File: src/rtl/csc_pkg.sv
`default_nettype none
package csc_pkg;

  ////////////////////////////////////////////////////////////////////////////////
  // Register addresses in the special function register space.
  localparam logic [7:0] ADDR_CLOCK_SPEED = 8'h8f;
  localparam logic [7:0] ADDR_SYNTH_CTRL  = 8'he9;
  localparam logic [7:0] ADDR_REF_DIV     = 8'hee;
  localparam logic [7:0] ADDR_FB_DIV      = 8'hef;
  localparam logic [7:0] ADDR_IRQ_STATUS  = 8'he2;
  localparam logic [7:0] ADDR_IRQ_MASK    = 8'he3;

  ////////////////////////////////////////////////////////////////////////////////
  // Field positions and reset values.
  localparam int CKS_DOUBLE   = 0;
  localparam int CKS_TIMER0   = 1;
  localparam int CKS_TIMER1   = 2;
  localparam int CKS_UART     = 4;
  localparam int CKS_WATCHDOG = 6;
  localparam int CKS_TWOWIRE  = 7;
  localparam int SC_LOCK      = 0;
  localparam int SC_ENABLE    = 1;
  localparam int SC_RESET     = 3;
  localparam int SC_FB_LO     = 6;
  localparam int IRQ_LOCK_GAINED = 0;
  localparam int IRQ_LOCK_LOST   = 1;
  localparam int IRQ_W           = 2;
  localparam int SEL_W           = 5;

  localparam logic [7:0] SYNTH_CTRL_RESET = 8'h08;
  localparam logic [6:0] REF_DIV_RESET    = 7'h00;
  localparam logic [7:0] FB_DIV_RESET     = 8'h00;
  localparam logic [4:0] SEL_RESET        = 5'h00;

  ////////////////////////////////////////////////////////////////////////////////
  // Cycle counts and synthesiser loop constants.
  localparam logic [3:0]  MCYC_STD      = 4'hc;
  localparam logic [3:0]  MCYC_DOUBLE   = 4'h6;
  localparam logic [15:0] NCO_INIT      = 16'h4000;
  localparam logic [7:0]  LOCK_WINDOW   = 8'h04;
  localparam logic [3:0]  LOCK_REFS     = 4'h8;

  ////////////////////////////////////////////////////////////////////////////////
  // Types.
  typedef struct packed {
    logic up;
    logic down;
    logic locked;
  } csc_pfd_t;

  typedef enum logic [1:0] {
    PFD_HOLD,
    PFD_WAIT_FB,
    PFD_FB_SEEN
  } csc_pfd_state_t;

endpackage
`default_nettype wire

File: src/rtl/csc_rate_gen.sv
`default_nettype none
module csc_rate_gen
  import csc_pkg::*;
(
  // Clock and reset.
  input  wire logic core_clk_in,
  input  wire logic reset_in,
  // Speed control.
  input  wire logic boot_speed_in,
  input  wire logic double_speed_in,
  // Rate enables.
  output logic      div2_en_out,
  output logic      per_en_out,
  output logic      mcyc_en_out,
  output logic      double_active_out
);

  logic [3:0] osc_cnt;
  logic       div2_phase;
  logic       double_active;
  logic [3:0] mcyc_last;
  logic [4:0] gap_cnt;

  assign mcyc_last   = double_active ? (MCYC_DOUBLE - 4'h1) : (MCYC_STD - 4'h1);
  assign mcyc_en_out = (osc_cnt == mcyc_last);
  assign div2_en_out = div2_phase;
  assign per_en_out  = double_active | osc_cnt[0];
  assign double_active_out = double_active;

  // The speed only changes at the end of a machine cycle, so no enable pulse is cut short.
  always_ff @(posedge core_clk_in)
  begin
    if (reset_in)
    begin
      osc_cnt       <= 4'h0;
      div2_phase    <= 1'b0;
      double_active <= boot_speed_in;
    end
    else
    begin
      div2_phase <= ~div2_phase;
      osc_cnt    <= mcyc_en_out ? 4'h0 : osc_cnt + 4'h1;
      if (mcyc_en_out)
        double_active <= double_speed_in;
    end
  end

  always_ff @(posedge core_clk_in)
  begin
    if (reset_in || mcyc_en_out)
      gap_cnt <= 5'h01;
    else
      gap_cnt <= gap_cnt + 5'h01;
  end

  mcyc_length_a: assert property (@(posedge core_clk_in) disable iff (reset_in)
    mcyc_en_out && $past(mcyc_en_out, 12) && $stable(double_active) |->
      gap_cnt == (double_active ? 5'h06 : 5'h0c))
    else $error("Machine cycle length wrong.");

  switch_edge_a: assert property (@(posedge core_clk_in) disable iff (reset_in)
    !$stable(double_active) |-> $past(mcyc_en_out))
    else $error("Speed changed inside a machine cycle.");

endmodule
`default_nettype wire

File: src/rtl/csc_phase_detect.sv
`default_nettype none
module csc_phase_detect
  import csc_pkg::*;
(
  // Clock and reset.
  input  wire logic core_clk_in,
  input  wire logic reset_in,
  // Loop inputs.
  input  wire logic run_in,
  input  wire logic ref_tick_in,
  input  wire logic fb_tick_in,
  // Loop outputs.
  output csc_pfd_t  pfd_out
);

  csc_pfd_state_t state;
  csc_pfd_state_t next_state;
  logic [7:0]     gap;
  logic [3:0]     good_refs;
  logic           in_window;
  logic           pump_up;
  logic           pump_down;
  logic           lock_flag;

  assign in_window = (state == PFD_FB_SEEN) && (gap <= LOCK_WINDOW);
  assign pfd_out   = '{up: pump_up, down: pump_down, locked: lock_flag};

  // A missing feedback edge means the loop is slow; an early or doubled one means fast.
  always_comb
  begin
    next_state   = state;
    pump_up      = 1'b0;
    pump_down    = 1'b0;
    case (state)
      PFD_HOLD:
        if (ref_tick_in)
          next_state = PFD_WAIT_FB;
      PFD_WAIT_FB:
      begin
        if (fb_tick_in)
          next_state = PFD_FB_SEEN;
        else if (ref_tick_in)
          pump_up = 1'b1;
      end
      PFD_FB_SEEN:
      begin
        if (ref_tick_in)
        begin
          next_state   = fb_tick_in ? PFD_FB_SEEN : PFD_WAIT_FB;
          pump_down    = !in_window;
        end
        else if (fb_tick_in)
          pump_down = 1'b1;
      end
      default:
        next_state = PFD_HOLD;
    endcase
  end

  always_ff @(posedge core_clk_in)
  begin
    if (reset_in || !run_in)
    begin
      state          <= PFD_HOLD;
      gap            <= 8'h00;
      good_refs      <= 4'h0;
      lock_flag      <= 1'b0;
    end
    else
    begin
      state <= next_state;
      gap   <= fb_tick_in ? 8'h00 : ((gap == 8'hff) ? gap : gap + 8'h01);
      if (ref_tick_in)
      begin
        good_refs      <= in_window ? ((good_refs == LOCK_REFS) ? good_refs : good_refs + 4'h1)
                                    : 4'h0;
        lock_flag      <= in_window && (good_refs >= LOCK_REFS - 4'h1);
      end
    end
  end

endmodule
`default_nettype wire

File: src/rtl/csc_clock_ctrl.sv
`default_nettype none
module csc_clock_ctrl
  import csc_pkg::*;
(
  // Clock and reset.
  input  wire logic       core_clk_in,
  input  wire logic       reset_in,
  // Security byte fuse.
  input  wire logic       boot_speed_fuse_in,
  // Register port.
  input  wire logic [7:0] reg_addr_in,
  input  wire logic [7:0] reg_wdata_in,
  input  wire logic       reg_wr_in,
  input  wire logic       reg_rd_in,
  output logic [7:0]      reg_rdata_out,
  // Core clock enables.
  output logic            osc_div2_en_out,
  output logic            cpu_clk_en_out,
  output logic            per_clk_en_out,
  output logic            mcyc_en_out,
  output logic            double_active_out,
  // Peripheral clock enables.
  output logic            twowire_clk_en_out,
  output logic            watchdog_clk_en_out,
  output logic            uart_clk_en_out,
  output logic            timer1_clk_en_out,
  output logic            timer0_clk_en_out,
  // Synthesiser clock enables.
  output logic            synth_clk_en_out,
  output logic            audio_clk_en_out,
  output logic            usb_clk_en_out,
  // Interrupt.
  output logic            irq_out
);

  ////////////////////////////////////////////////////////////////////////////////
  // Register state.
  logic             double_speed_select;
  logic [SEL_W-1:0] periph_select;
  logic             synth_enable_bit;
  logic             synth_reset_bit;
  logic [6:0]       reference_divide_value;
  logic [7:0]       feedback_divide_upper;
  logic [1:0]       feedback_divide_lower;
  logic [IRQ_W-1:0] irq_status;
  logic [IRQ_W-1:0] irq_mask;
  logic             lock_prev;

  ////////////////////////////////////////////////////////////////////////////////
  // Address decode.
  wire wr_speed  = reg_wr_in && (reg_addr_in == ADDR_CLOCK_SPEED);
  wire wr_ctrl   = reg_wr_in && (reg_addr_in == ADDR_SYNTH_CTRL);
  wire wr_ref    = reg_wr_in && (reg_addr_in == ADDR_REF_DIV);
  wire wr_fb     = reg_wr_in && (reg_addr_in == ADDR_FB_DIV);
  wire wr_status = reg_wr_in && (reg_addr_in == ADDR_IRQ_STATUS);
  wire wr_mask   = reg_wr_in && (reg_addr_in == ADDR_IRQ_MASK);

  ////////////////////////////////////////////////////////////////////////////////
  // Rate generation.
  logic div2_en;
  logic per_en;

  csc_rate_gen u_rate_gen (
    .core_clk_in       (core_clk_in),
    .reset_in          (reset_in),
    .boot_speed_in     (boot_speed_fuse_in),
    .double_speed_in   (double_speed_select),
    .div2_en_out       (div2_en),
    .per_en_out        (per_en),
    .mcyc_en_out       (mcyc_en_out),
    .double_active_out (double_active_out)
  );

  assign osc_div2_en_out = div2_en;
  assign cpu_clk_en_out  = per_en;
  assign per_clk_en_out  = per_en;

  // Each peripheral's select bit picks either the fixed half rate or the mode-dependent rate.
  logic [SEL_W-1:0] periph_clk_en;

  generate
    for (genvar i = 0; i < SEL_W; i++)
    begin : g_sel
      assign periph_clk_en[i] = periph_select[i] ? div2_en : per_en;
    end
  endgenerate

  assign timer0_clk_en_out   = periph_clk_en[0];
  assign timer1_clk_en_out   = periph_clk_en[1];
  assign uart_clk_en_out     = periph_clk_en[2];
  assign watchdog_clk_en_out = periph_clk_en[3];
  assign twowire_clk_en_out  = periph_clk_en[4];

  ////////////////////////////////////////////////////////////////////////////////
  // Frequency synthesiser: dividers, controlled oscillator and detector.
  logic        synth_run;
  logic [15:0] nco_inc;
  logic [15:0] nco_acc;
  logic [16:0] nco_sum;
  logic        vco_tick;
  logic [6:0]  ref_cnt;
  logic [9:0]  fb_cnt;
  logic [9:0]  feedback_divide;
  logic        ref_tick;
  logic        fb_tick;
  csc_pfd_t    pfd;

  assign synth_run       = synth_enable_bit && !synth_reset_bit;
  assign nco_sum         = {1'b0, nco_acc} + {1'b0, nco_inc};
  assign vco_tick        = synth_run && nco_sum[16];
  assign feedback_divide = {feedback_divide_upper, feedback_divide_lower};
  assign ref_tick        = synth_run && (ref_cnt == reference_divide_value);
  assign fb_tick         = vco_tick && (fb_cnt == feedback_divide);

  csc_phase_detect u_phase_detect (
    .core_clk_in (core_clk_in),
    .reset_in    (reset_in),
    .run_in      (synth_run),
    .ref_tick_in (ref_tick),
    .fb_tick_in  (fb_tick),
    .pfd_out     (pfd)
  );

  always_ff @(posedge core_clk_in)
  begin
    if (reset_in || !synth_run)
    begin
      nco_acc <= 16'h0000;
      nco_inc <= NCO_INIT;
      ref_cnt <= 7'h00;
      fb_cnt  <= 10'h000;
    end
    else
    begin
      nco_acc <= nco_sum[15:0];
      if (pfd.up && (nco_inc != 16'hffff))
        nco_inc <= nco_inc + 16'h0001;
      else if (pfd.down && (nco_inc != 16'h0001))
        nco_inc <= nco_inc - 16'h0001;
      ref_cnt <= ref_tick ? 7'h00 : ref_cnt + 7'h01;
      if (vco_tick)
        fb_cnt <= fb_tick ? 10'h000 : fb_cnt + 10'h001;
    end
  end

  assign synth_clk_en_out = vco_tick;
  assign audio_clk_en_out = vco_tick;
  assign usb_clk_en_out   = vco_tick;

  ////////////////////////////////////////////////////////////////////////////////
  // Register writes.
  always_ff @(posedge core_clk_in)
  begin
    if (reset_in)
    begin
      double_speed_select    <= boot_speed_fuse_in;
      periph_select          <= SEL_RESET;
      synth_enable_bit       <= SYNTH_CTRL_RESET[SC_ENABLE];
      synth_reset_bit        <= SYNTH_CTRL_RESET[SC_RESET];
      feedback_divide_lower  <= SYNTH_CTRL_RESET[SC_FB_LO+1:SC_FB_LO];
      reference_divide_value <= REF_DIV_RESET;
      feedback_divide_upper  <= FB_DIV_RESET;
      irq_mask               <= '0;
    end
    else
    begin
      if (wr_speed)
      begin
        double_speed_select <= reg_wdata_in[CKS_DOUBLE];
        periph_select       <= {reg_wdata_in[CKS_TWOWIRE], reg_wdata_in[CKS_WATCHDOG],
                                reg_wdata_in[CKS_UART], reg_wdata_in[CKS_TIMER1],
                                reg_wdata_in[CKS_TIMER0]};
      end
      if (wr_ctrl)
      begin
        synth_enable_bit      <= reg_wdata_in[SC_ENABLE];
        synth_reset_bit       <= reg_wdata_in[SC_RESET];
        feedback_divide_lower <= reg_wdata_in[SC_FB_LO+1:SC_FB_LO];
      end
      if (wr_ref)
        reference_divide_value <= reg_wdata_in[6:0];
      if (wr_fb)
        feedback_divide_upper <= reg_wdata_in;
      if (wr_mask)
        irq_mask <= reg_wdata_in[IRQ_W-1:0];
    end
  end

  ////////////////////////////////////////////////////////////////////////////////
  // Lock events and interrupt; a new event wins over a clear in the same cycle.
  logic [IRQ_W-1:0] irq_event;

  assign irq_event[IRQ_LOCK_GAINED] = pfd.locked && !lock_prev;
  assign irq_event[IRQ_LOCK_LOST]   = !pfd.locked && lock_prev;

  always_ff @(posedge core_clk_in)
  begin
    if (reset_in)
    begin
      irq_status <= '0;
      lock_prev  <= 1'b0;
    end
    else
    begin
      lock_prev  <= pfd.locked;
      irq_status <= (irq_status & ~(wr_status ? reg_wdata_in[IRQ_W-1:0] : '0)) | irq_event;
    end
  end

  assign irq_out = |(irq_status & irq_mask);

  ////////////////////////////////////////////////////////////////////////////////
  // Read path; reserved speed bits and unmapped addresses read zero.
  logic [7:0] rd_speed;
  logic [7:0] rd_ctrl;
  logic [7:0] rd_mux;

  assign rd_speed = {periph_select[4], periph_select[3], 1'b0, periph_select[2],
                     1'b0, periph_select[1], periph_select[0], double_speed_select};
  assign rd_ctrl  = {feedback_divide_lower, 2'b00, synth_reset_bit, 1'b0,
                     synth_enable_bit, pfd.locked};

  assign rd_mux = (reg_addr_in == ADDR_CLOCK_SPEED) ? rd_speed :
                  (reg_addr_in == ADDR_SYNTH_CTRL)  ? rd_ctrl :
                  (reg_addr_in == ADDR_REF_DIV)     ? {1'b0, reference_divide_value} :
                  (reg_addr_in == ADDR_FB_DIV)      ? feedback_divide_upper :
                  (reg_addr_in == ADDR_IRQ_STATUS)  ? {6'h00, irq_status} :
                  (reg_addr_in == ADDR_IRQ_MASK)    ? {6'h00, irq_mask} : 8'h00;

  always_ff @(posedge core_clk_in)
  begin
    if (reset_in)
      reg_rdata_out <= 8'h00;
    else if (reg_rd_in)
      reg_rdata_out <= rd_mux;
    else
      reg_rdata_out <= 8'h00;
  end

  ////////////////////////////////////////////////////////////////////////////////
  // Checks.
  speed_reset_a: assert property (@(posedge core_clk_in)
    $past(reset_in) |-> (rd_speed == {7'h00, $past(boot_speed_fuse_in)}))
    else $error("Speed register reset value wrong.");

  ctrl_reset_a: assert property (@(posedge core_clk_in)
    $past(reset_in) |-> (rd_ctrl == SYNTH_CTRL_RESET) && !synth_clk_en_out)
    else $error("Control register reset value wrong.");

  synth_gate_a: assert property (@(posedge core_clk_in) disable iff (reset_in)
    synth_clk_en_out |-> synth_enable_bit && !synth_reset_bit)
    else $error("Synthesiser clock runs while disabled.");

  lock_clear_a: assert property (@(posedge core_clk_in) disable iff (reset_in)
    !synth_run ##1 !synth_run |-> !rd_ctrl[SC_LOCK])
    else $error("Lock flag set while loop is stopped.");

  route_same_a: assert property (@(posedge core_clk_in) disable iff (reset_in)
    (audio_clk_en_out == synth_clk_en_out) && (usb_clk_en_out == synth_clk_en_out))
    else $error("Audio or USB clock not from synthesiser.");

  twowire_half_a: assert property (@(posedge core_clk_in) disable iff (reset_in)
    periph_select[4] && twowire_clk_en_out ##1 periph_select[4] |-> !twowire_clk_en_out)
    else $error("Two-wire clock faster than half rate.");

  timer_mux_a: assert property (@(posedge core_clk_in) disable iff (reset_in)
    !periph_select[0] && double_active_out |-> timer0_clk_en_out)
    else $error("Timer 0 clock not following peripheral rate.");

  uart_mux_a: assert property (@(posedge core_clk_in) disable iff (reset_in)
    periph_select[2] |-> (uart_clk_en_out == osc_div2_en_out))
    else $error("UART clock not at half oscillator rate.");

  std_rate_a: assert property (@(posedge core_clk_in) disable iff (reset_in)
    !double_active_out && per_clk_en_out ##1 !double_active_out |-> !per_clk_en_out)
    else $error("Standard mode peripheral clock too fast.");

  ref_div_a: assert property (@(posedge core_clk_in) disable iff (reset_in)
    wr_ref ##1 reg_rd_in && (reg_addr_in == ADDR_REF_DIV) |=>
      reg_rdata_out == {1'b0, $past(reg_wdata_in[6:0], 2)})
    else $error("Reference divider readback wrong.");

  irq_level_a: assert property (@(posedge core_clk_in) disable iff (reset_in)
    irq_event[IRQ_LOCK_GAINED] && irq_mask[IRQ_LOCK_GAINED] && !wr_mask |=> irq_out)
    else $error("Lock interrupt lost.");

  ////////////////////////////////////////////////////////////////////////////////
  // Bus, status, clock rate and synthesiser checks. A clear that meets a new event must not lose the event.
  rdata_idle_a: assert property (@(posedge core_clk_in) disable iff (reset_in)
    !$past(reg_rd_in) |-> (reg_rdata_out == 8'h00))
    else $error("Read data not zero between reads.");

  status_set_a: assert property (@(posedge core_clk_in) disable iff (reset_in)
    (irq_event != '0) |=> ((irq_status & $past(irq_event)) == $past(irq_event)))
    else $error("Lock event not recorded.");

  status_clear_a: assert property (@(posedge core_clk_in) disable iff (reset_in)
    wr_status && (irq_event == '0) |=> ((irq_status & $past(reg_wdata_in[IRQ_W-1:0])) == '0))
    else $error("Status bit not cleared by write.");

  double_rate_a: assert property (@(posedge core_clk_in) disable iff (reset_in)
    double_active_out |-> cpu_clk_en_out && per_clk_en_out)
    else $error("Double speed clock not at full rate.");

  watchdog_mux_a: assert property (@(posedge core_clk_in) disable iff (reset_in)
    periph_select[3] |-> (watchdog_clk_en_out == osc_div2_en_out))
    else $error("Watchdog clock not at half oscillator rate.");

  twowire_per_a: assert property (@(posedge core_clk_in) disable iff (reset_in)
    !periph_select[4] |-> (twowire_clk_en_out == per_clk_en_out))
    else $error("Two-wire clock not following peripheral rate.");

  synth_hold_a: assert property (@(posedge core_clk_in) disable iff (reset_in)
    synth_reset_bit |-> !synth_clk_en_out && !usb_clk_en_out)
    else $error("Synthesiser runs while held in reset.");

  fb_upper_a: assert property (@(posedge core_clk_in) disable iff (reset_in)
    wr_fb |=> (feedback_divide == {$past(reg_wdata_in), feedback_divide_lower}))
    else $error("Feedback divider upper bits not written.");

  fb_lower_a: assert property (@(posedge core_clk_in) disable iff (reset_in)
    wr_ctrl |=> (feedback_divide[1:0] == $past(reg_wdata_in[SC_FB_LO+1:SC_FB_LO])))
    else $error("Feedback divider low bits not written.");

endmodule
`default_nettype wire

File: config.mk
export PLATFORM = sky130hd
export DESIGN_NAME = csc_clock_ctrl
export DESIGN_NICKNAME = d
export VERILOG_FILES = /design/src/rtl/csc_pkg.sv /design/src/rtl/csc_rate_gen.sv /design/src/rtl/csc_phase_detect.sv /design/src/rtl/csc_clock_ctrl.sv
export SDC_FILE = /design/constraint.sdc
export NUM_CORES = 1
export LEC_CHECK = 0
export BUFFER_PORTS_ARGS = -buffer_cell sky130_fd_sc_hd__clkbuf_2
export CORE_MARGIN = 2
export CORE_UTILIZATION = 33
export CTS_CLUSTER_SIZE = 12
export DETAILED_ROUTE_END_ITERATION = 16
export PLACE_DENSITY = 0.52
export SYNTH_ARGS = -nofsm -noshare
export SYNTH_HDL_FRONTEND = slang
export SYNTH_HIERARCHICAL = 1
export SYNTH_SLANG_ARGS = --single-unit
File: constraint.sdc
create_clock -name core_clk_in -period 11.6 [get_ports core_clk_in]
set_input_delay 0.58 -clock core_clk_in [delete_from_list [all_inputs] [get_ports core_clk_in]]
set_output_delay 0.58 -clock core_clk_in [all_outputs]
set_load 0.02 [all_outputs]
==> metrics <==
Mapped Nets=747; layout cells sized above 1=11.6%; Most common cell on crit path=sky130_fd_sc_hd__nor2_1; maximum number of pins on one net before global-route repair=47; upper clock frequency limit=0.224 GHz; P per Cell Area=109 nW/um^2; cell breakdown of the critical path=ha_1 > fa_1 > a211oi_1 > nor3b_2 > o21bai_1 > o31a_1 > nor3_1 > nor2_1 > a2111oi_0 > and3_1 > and2_1 > a41oi_1 > xor2_1 > nor2_1; worst hold slack=0.465 ns; post-layout instance count excluding filler cells=950; net switching power figure=177 uW; Setup Skew=0.0150 ns; switching portion of total power=24.8%; root buffer cell=sky130_fd_sc_hd__clkbuf_16; combinational power share=3.5%; CP Max Fanout=23; Internal=537 uW; First DRT Iteration DRCs=363; Clock H-tree levels=3; CP Class=flip-flop to flip-flop; worst reg2reg setup slack=7.14 ns; worst-case headroom to the max-slew limit=30.9%; core outline area=17,400 sq um; Synth area leaders=sky130_fd_sc_hd__dfxtp_1 (36%), sky130_fd_sc_hd__ha_1 (5.5%), sky130_fd_sc_hd__a21oi_1 (4.9%); outcome=finished clean; share of flip-flops with an asynchronous set or reset=0%; all-layer global routing usage=16.0%; count of antenna-violating nets left after detailed routing=0; peak per-stage delay on the critical path=0.65 ns; RSZ-0062 raised after global routing=false; type of element launching the critical path=flip-flop; post-layout minimum cycle time=4.46 ns; y dimension of the die=138 um; estimated wirelength of the detail-placed design=10,400 um; total count of max-transition violations in the final report=0; global-route wire length before repair=24,200 um; TritonCTS clock tree=yes; number of synthesized flops with an enable pin=2; number of gates given a new drive strength after cts=0; transition time at the pin with the least slew margin=1.04 ns; site row count=48; ANT cells=0; Total Neg Setup Slack=0 ns; CP arrival=4.67 ns; leading cell types in the layout, fill and taps excluded=sky130_fd_sc_hd__dfxtp_1 (106), sky130_fd_sc_hd__nor2_1 (67), sky130_fd_sc_hd__nand2_1 (61); register area=2180 sq um; post-synth top area cell=sky130_fd_sc_hd__dfxtp_1; post-synthesis to final-layout area growth=10.9%; maximum vdd drop=72.2 uV; share of power burned in registers=52.6%; Worst Path Required=11.81 ns; Final GP Congestion=0.837; final period utilization=38.4%; fraction of synthesized cell area taken by the top area cell type=36.0%; most instantiated flip-flop cell in the synthesis netlist=sky130_fd_sc_hd__dfxtp_1; cell area after synthesis=5890 sq um; clock buffer depth=2; HP Class=input pin to flip-flop; DRT Pass-1 Iters=6; Leakage Power=2.31 nW; total CTS buffers=9; # IOs=43; synthesized instance count=699; sequential fraction of the synthesis area=37.1%; endpoint class of the critical path=flip-flop; Worst Setup Slack, final=7.14 ns; Vias/cell=5.43; most common library cell in the layout ignoring fill and taps=sky130_fd_sc_hd__dfxtp_1; clock-pin slew of the registers on the worst-case setup and hold paths=0.09 ns; total of hold buffers inserted after clock tree synthesis=0; Cell variety after synth=72; final-report setup violation count=0; horizontal die dimension=138 um; Multi-input gate area=3480 sq um; die area=18,900 sq um; clock network fraction of total power=43.9%; routed via count=5,160; port bufs=42; number of buffers inserted to repair setup after CTS=0; average wire per standard cell=15.1 um; Yosys warning total=6; clk_lat worst skew=0.37 ns; number of global-route vias before repair=4,904; Net count, final=768; DRC viols=0; Inst Count DP=934; final hold viol count=0; clock sink total=108; maximum capacitance violations=0; antenna violations before repair=0; number of flip-flops and latches in the synthesized netlist=108; end-of-flow core utilization=37.6%; overflow left after global routing=0; Initial Utilization=33.9%; Avg Inst Size Synth=8.43 sq um; total wire length=14,300 um; Setup Slack @ Placement=7.10 ns; crit path max-delay cell type=sky130_fd_sc_hd__a2111oi_0; fillcell total=1,786
==> kinds of logic after synthesis <==
| logic type | after synthesis | synth area share [%] |
|---|---|---|
| compound gates | 159 | 17.6 |
| mux | 12 | 2.19 |
| xor+xnor | 46 | 6.84 |
| flops | 108 | 37.1 |
| buf+inv | 50 | 3.89 |
| simple gates | 297 | 26.6 |
| fa+ha+maj | 27 | 5.86 |
==> cells in the mapped netlist, drive strengths merged (17+ instances only) <==
cell    number
dfxtp      106
nor2        67
nand2       61
a21oi       58
nand3       41
ha          26
clkbuf      23
o21ai       23
xnor2       23
xor2        23
nor3        21
nand4       17
==> worst paths after layout <==
kind | depth (start not counted) | end | startpoint
setup / recovery | 14 | nco_inc[15] | nco_inc[0]
hold / removal | 3 | feedback_divide_lower[1] | reg_wdata_in[7]
setup reg to reg | 14 | nco_inc[15] | nco_inc[0]
hold reg to reg | 1 | ref_cnt[0] | ref_cnt[0]
==> metal layers <==
layer / up-vias / wire, um / track usage [%]
met1: 2425 / 6870 / 21.1
met3: 24 / 546 / 3.42
met2: 115 / 6610 / 25.6
li1: 2596 / - / -
met5: - / 0 / 0
met4: 0 / 320 / 6.30
==> area by class of cell <==
type | instances | area share, %
flip-flops and latches | 108 | 33.4
multi-input cells | 541 | 53.2
clock inverters | 7 | 1.19
clock buffers | 9 | 3.45
well taps | 225 | 4.31
inverters | 15 | 0.862
repair buffers | 45 | 3.56
==> power by group through the flow <==
| stage | combinational [mW] | sequential, mW | clock (mW) |
|---|---|---|---|
| after global routing | 0.0271 | 0.376 | 0.337 |
| final | 0.0250 | 0.375 | 0.313 |
| after CTS | 0.0251 | 0.375 | 0.323 |
| after floorplan | 0.0138 | 0.384 | 0 |
| after global placement | 0.0246 | 0.384 | 0 |
| after detailed placement | 0.0250 | 0.384 | 0 |
==> worst max-delay path: cells and delay by family (launching register included) <==
family	cells	cell delay [ns]
XOR/XNOR	1	0.19
AND/OR/NAND/NOR	6	1.52
flip-flops	1	0.48
adder cells (fa/ha/maj)	2	0.53
AO/OA/AOI/OAI	5	1.59
==> registers in the layout, summed over array words and instances, names as in the netlist, 4 cells and up <==
name	cells
u_phase_detect/good_refs	4
nco_inc	16
fb_cnt	10
feedback_divide_upper	8
reg_rdata_out	8
ref_cnt	7
u_phase_detect/gap	8
nco_acc	16
u_rate_gen/osc_cnt	4
periph_select	5
reference_divide_value	7
==> metrics by stage <==
step           power (mW)  instance area [sq um]
2_1_floorplan       0.398                   5890
3_3_place_gp        0.409                   6230
3_5_place_dp        0.409                   6230
4_1_cts             0.724                   6530
5_1_grt             0.740                   6530
6_report            0.714                   6530
No activity file was read; power rests on OpenSTA's default activity.
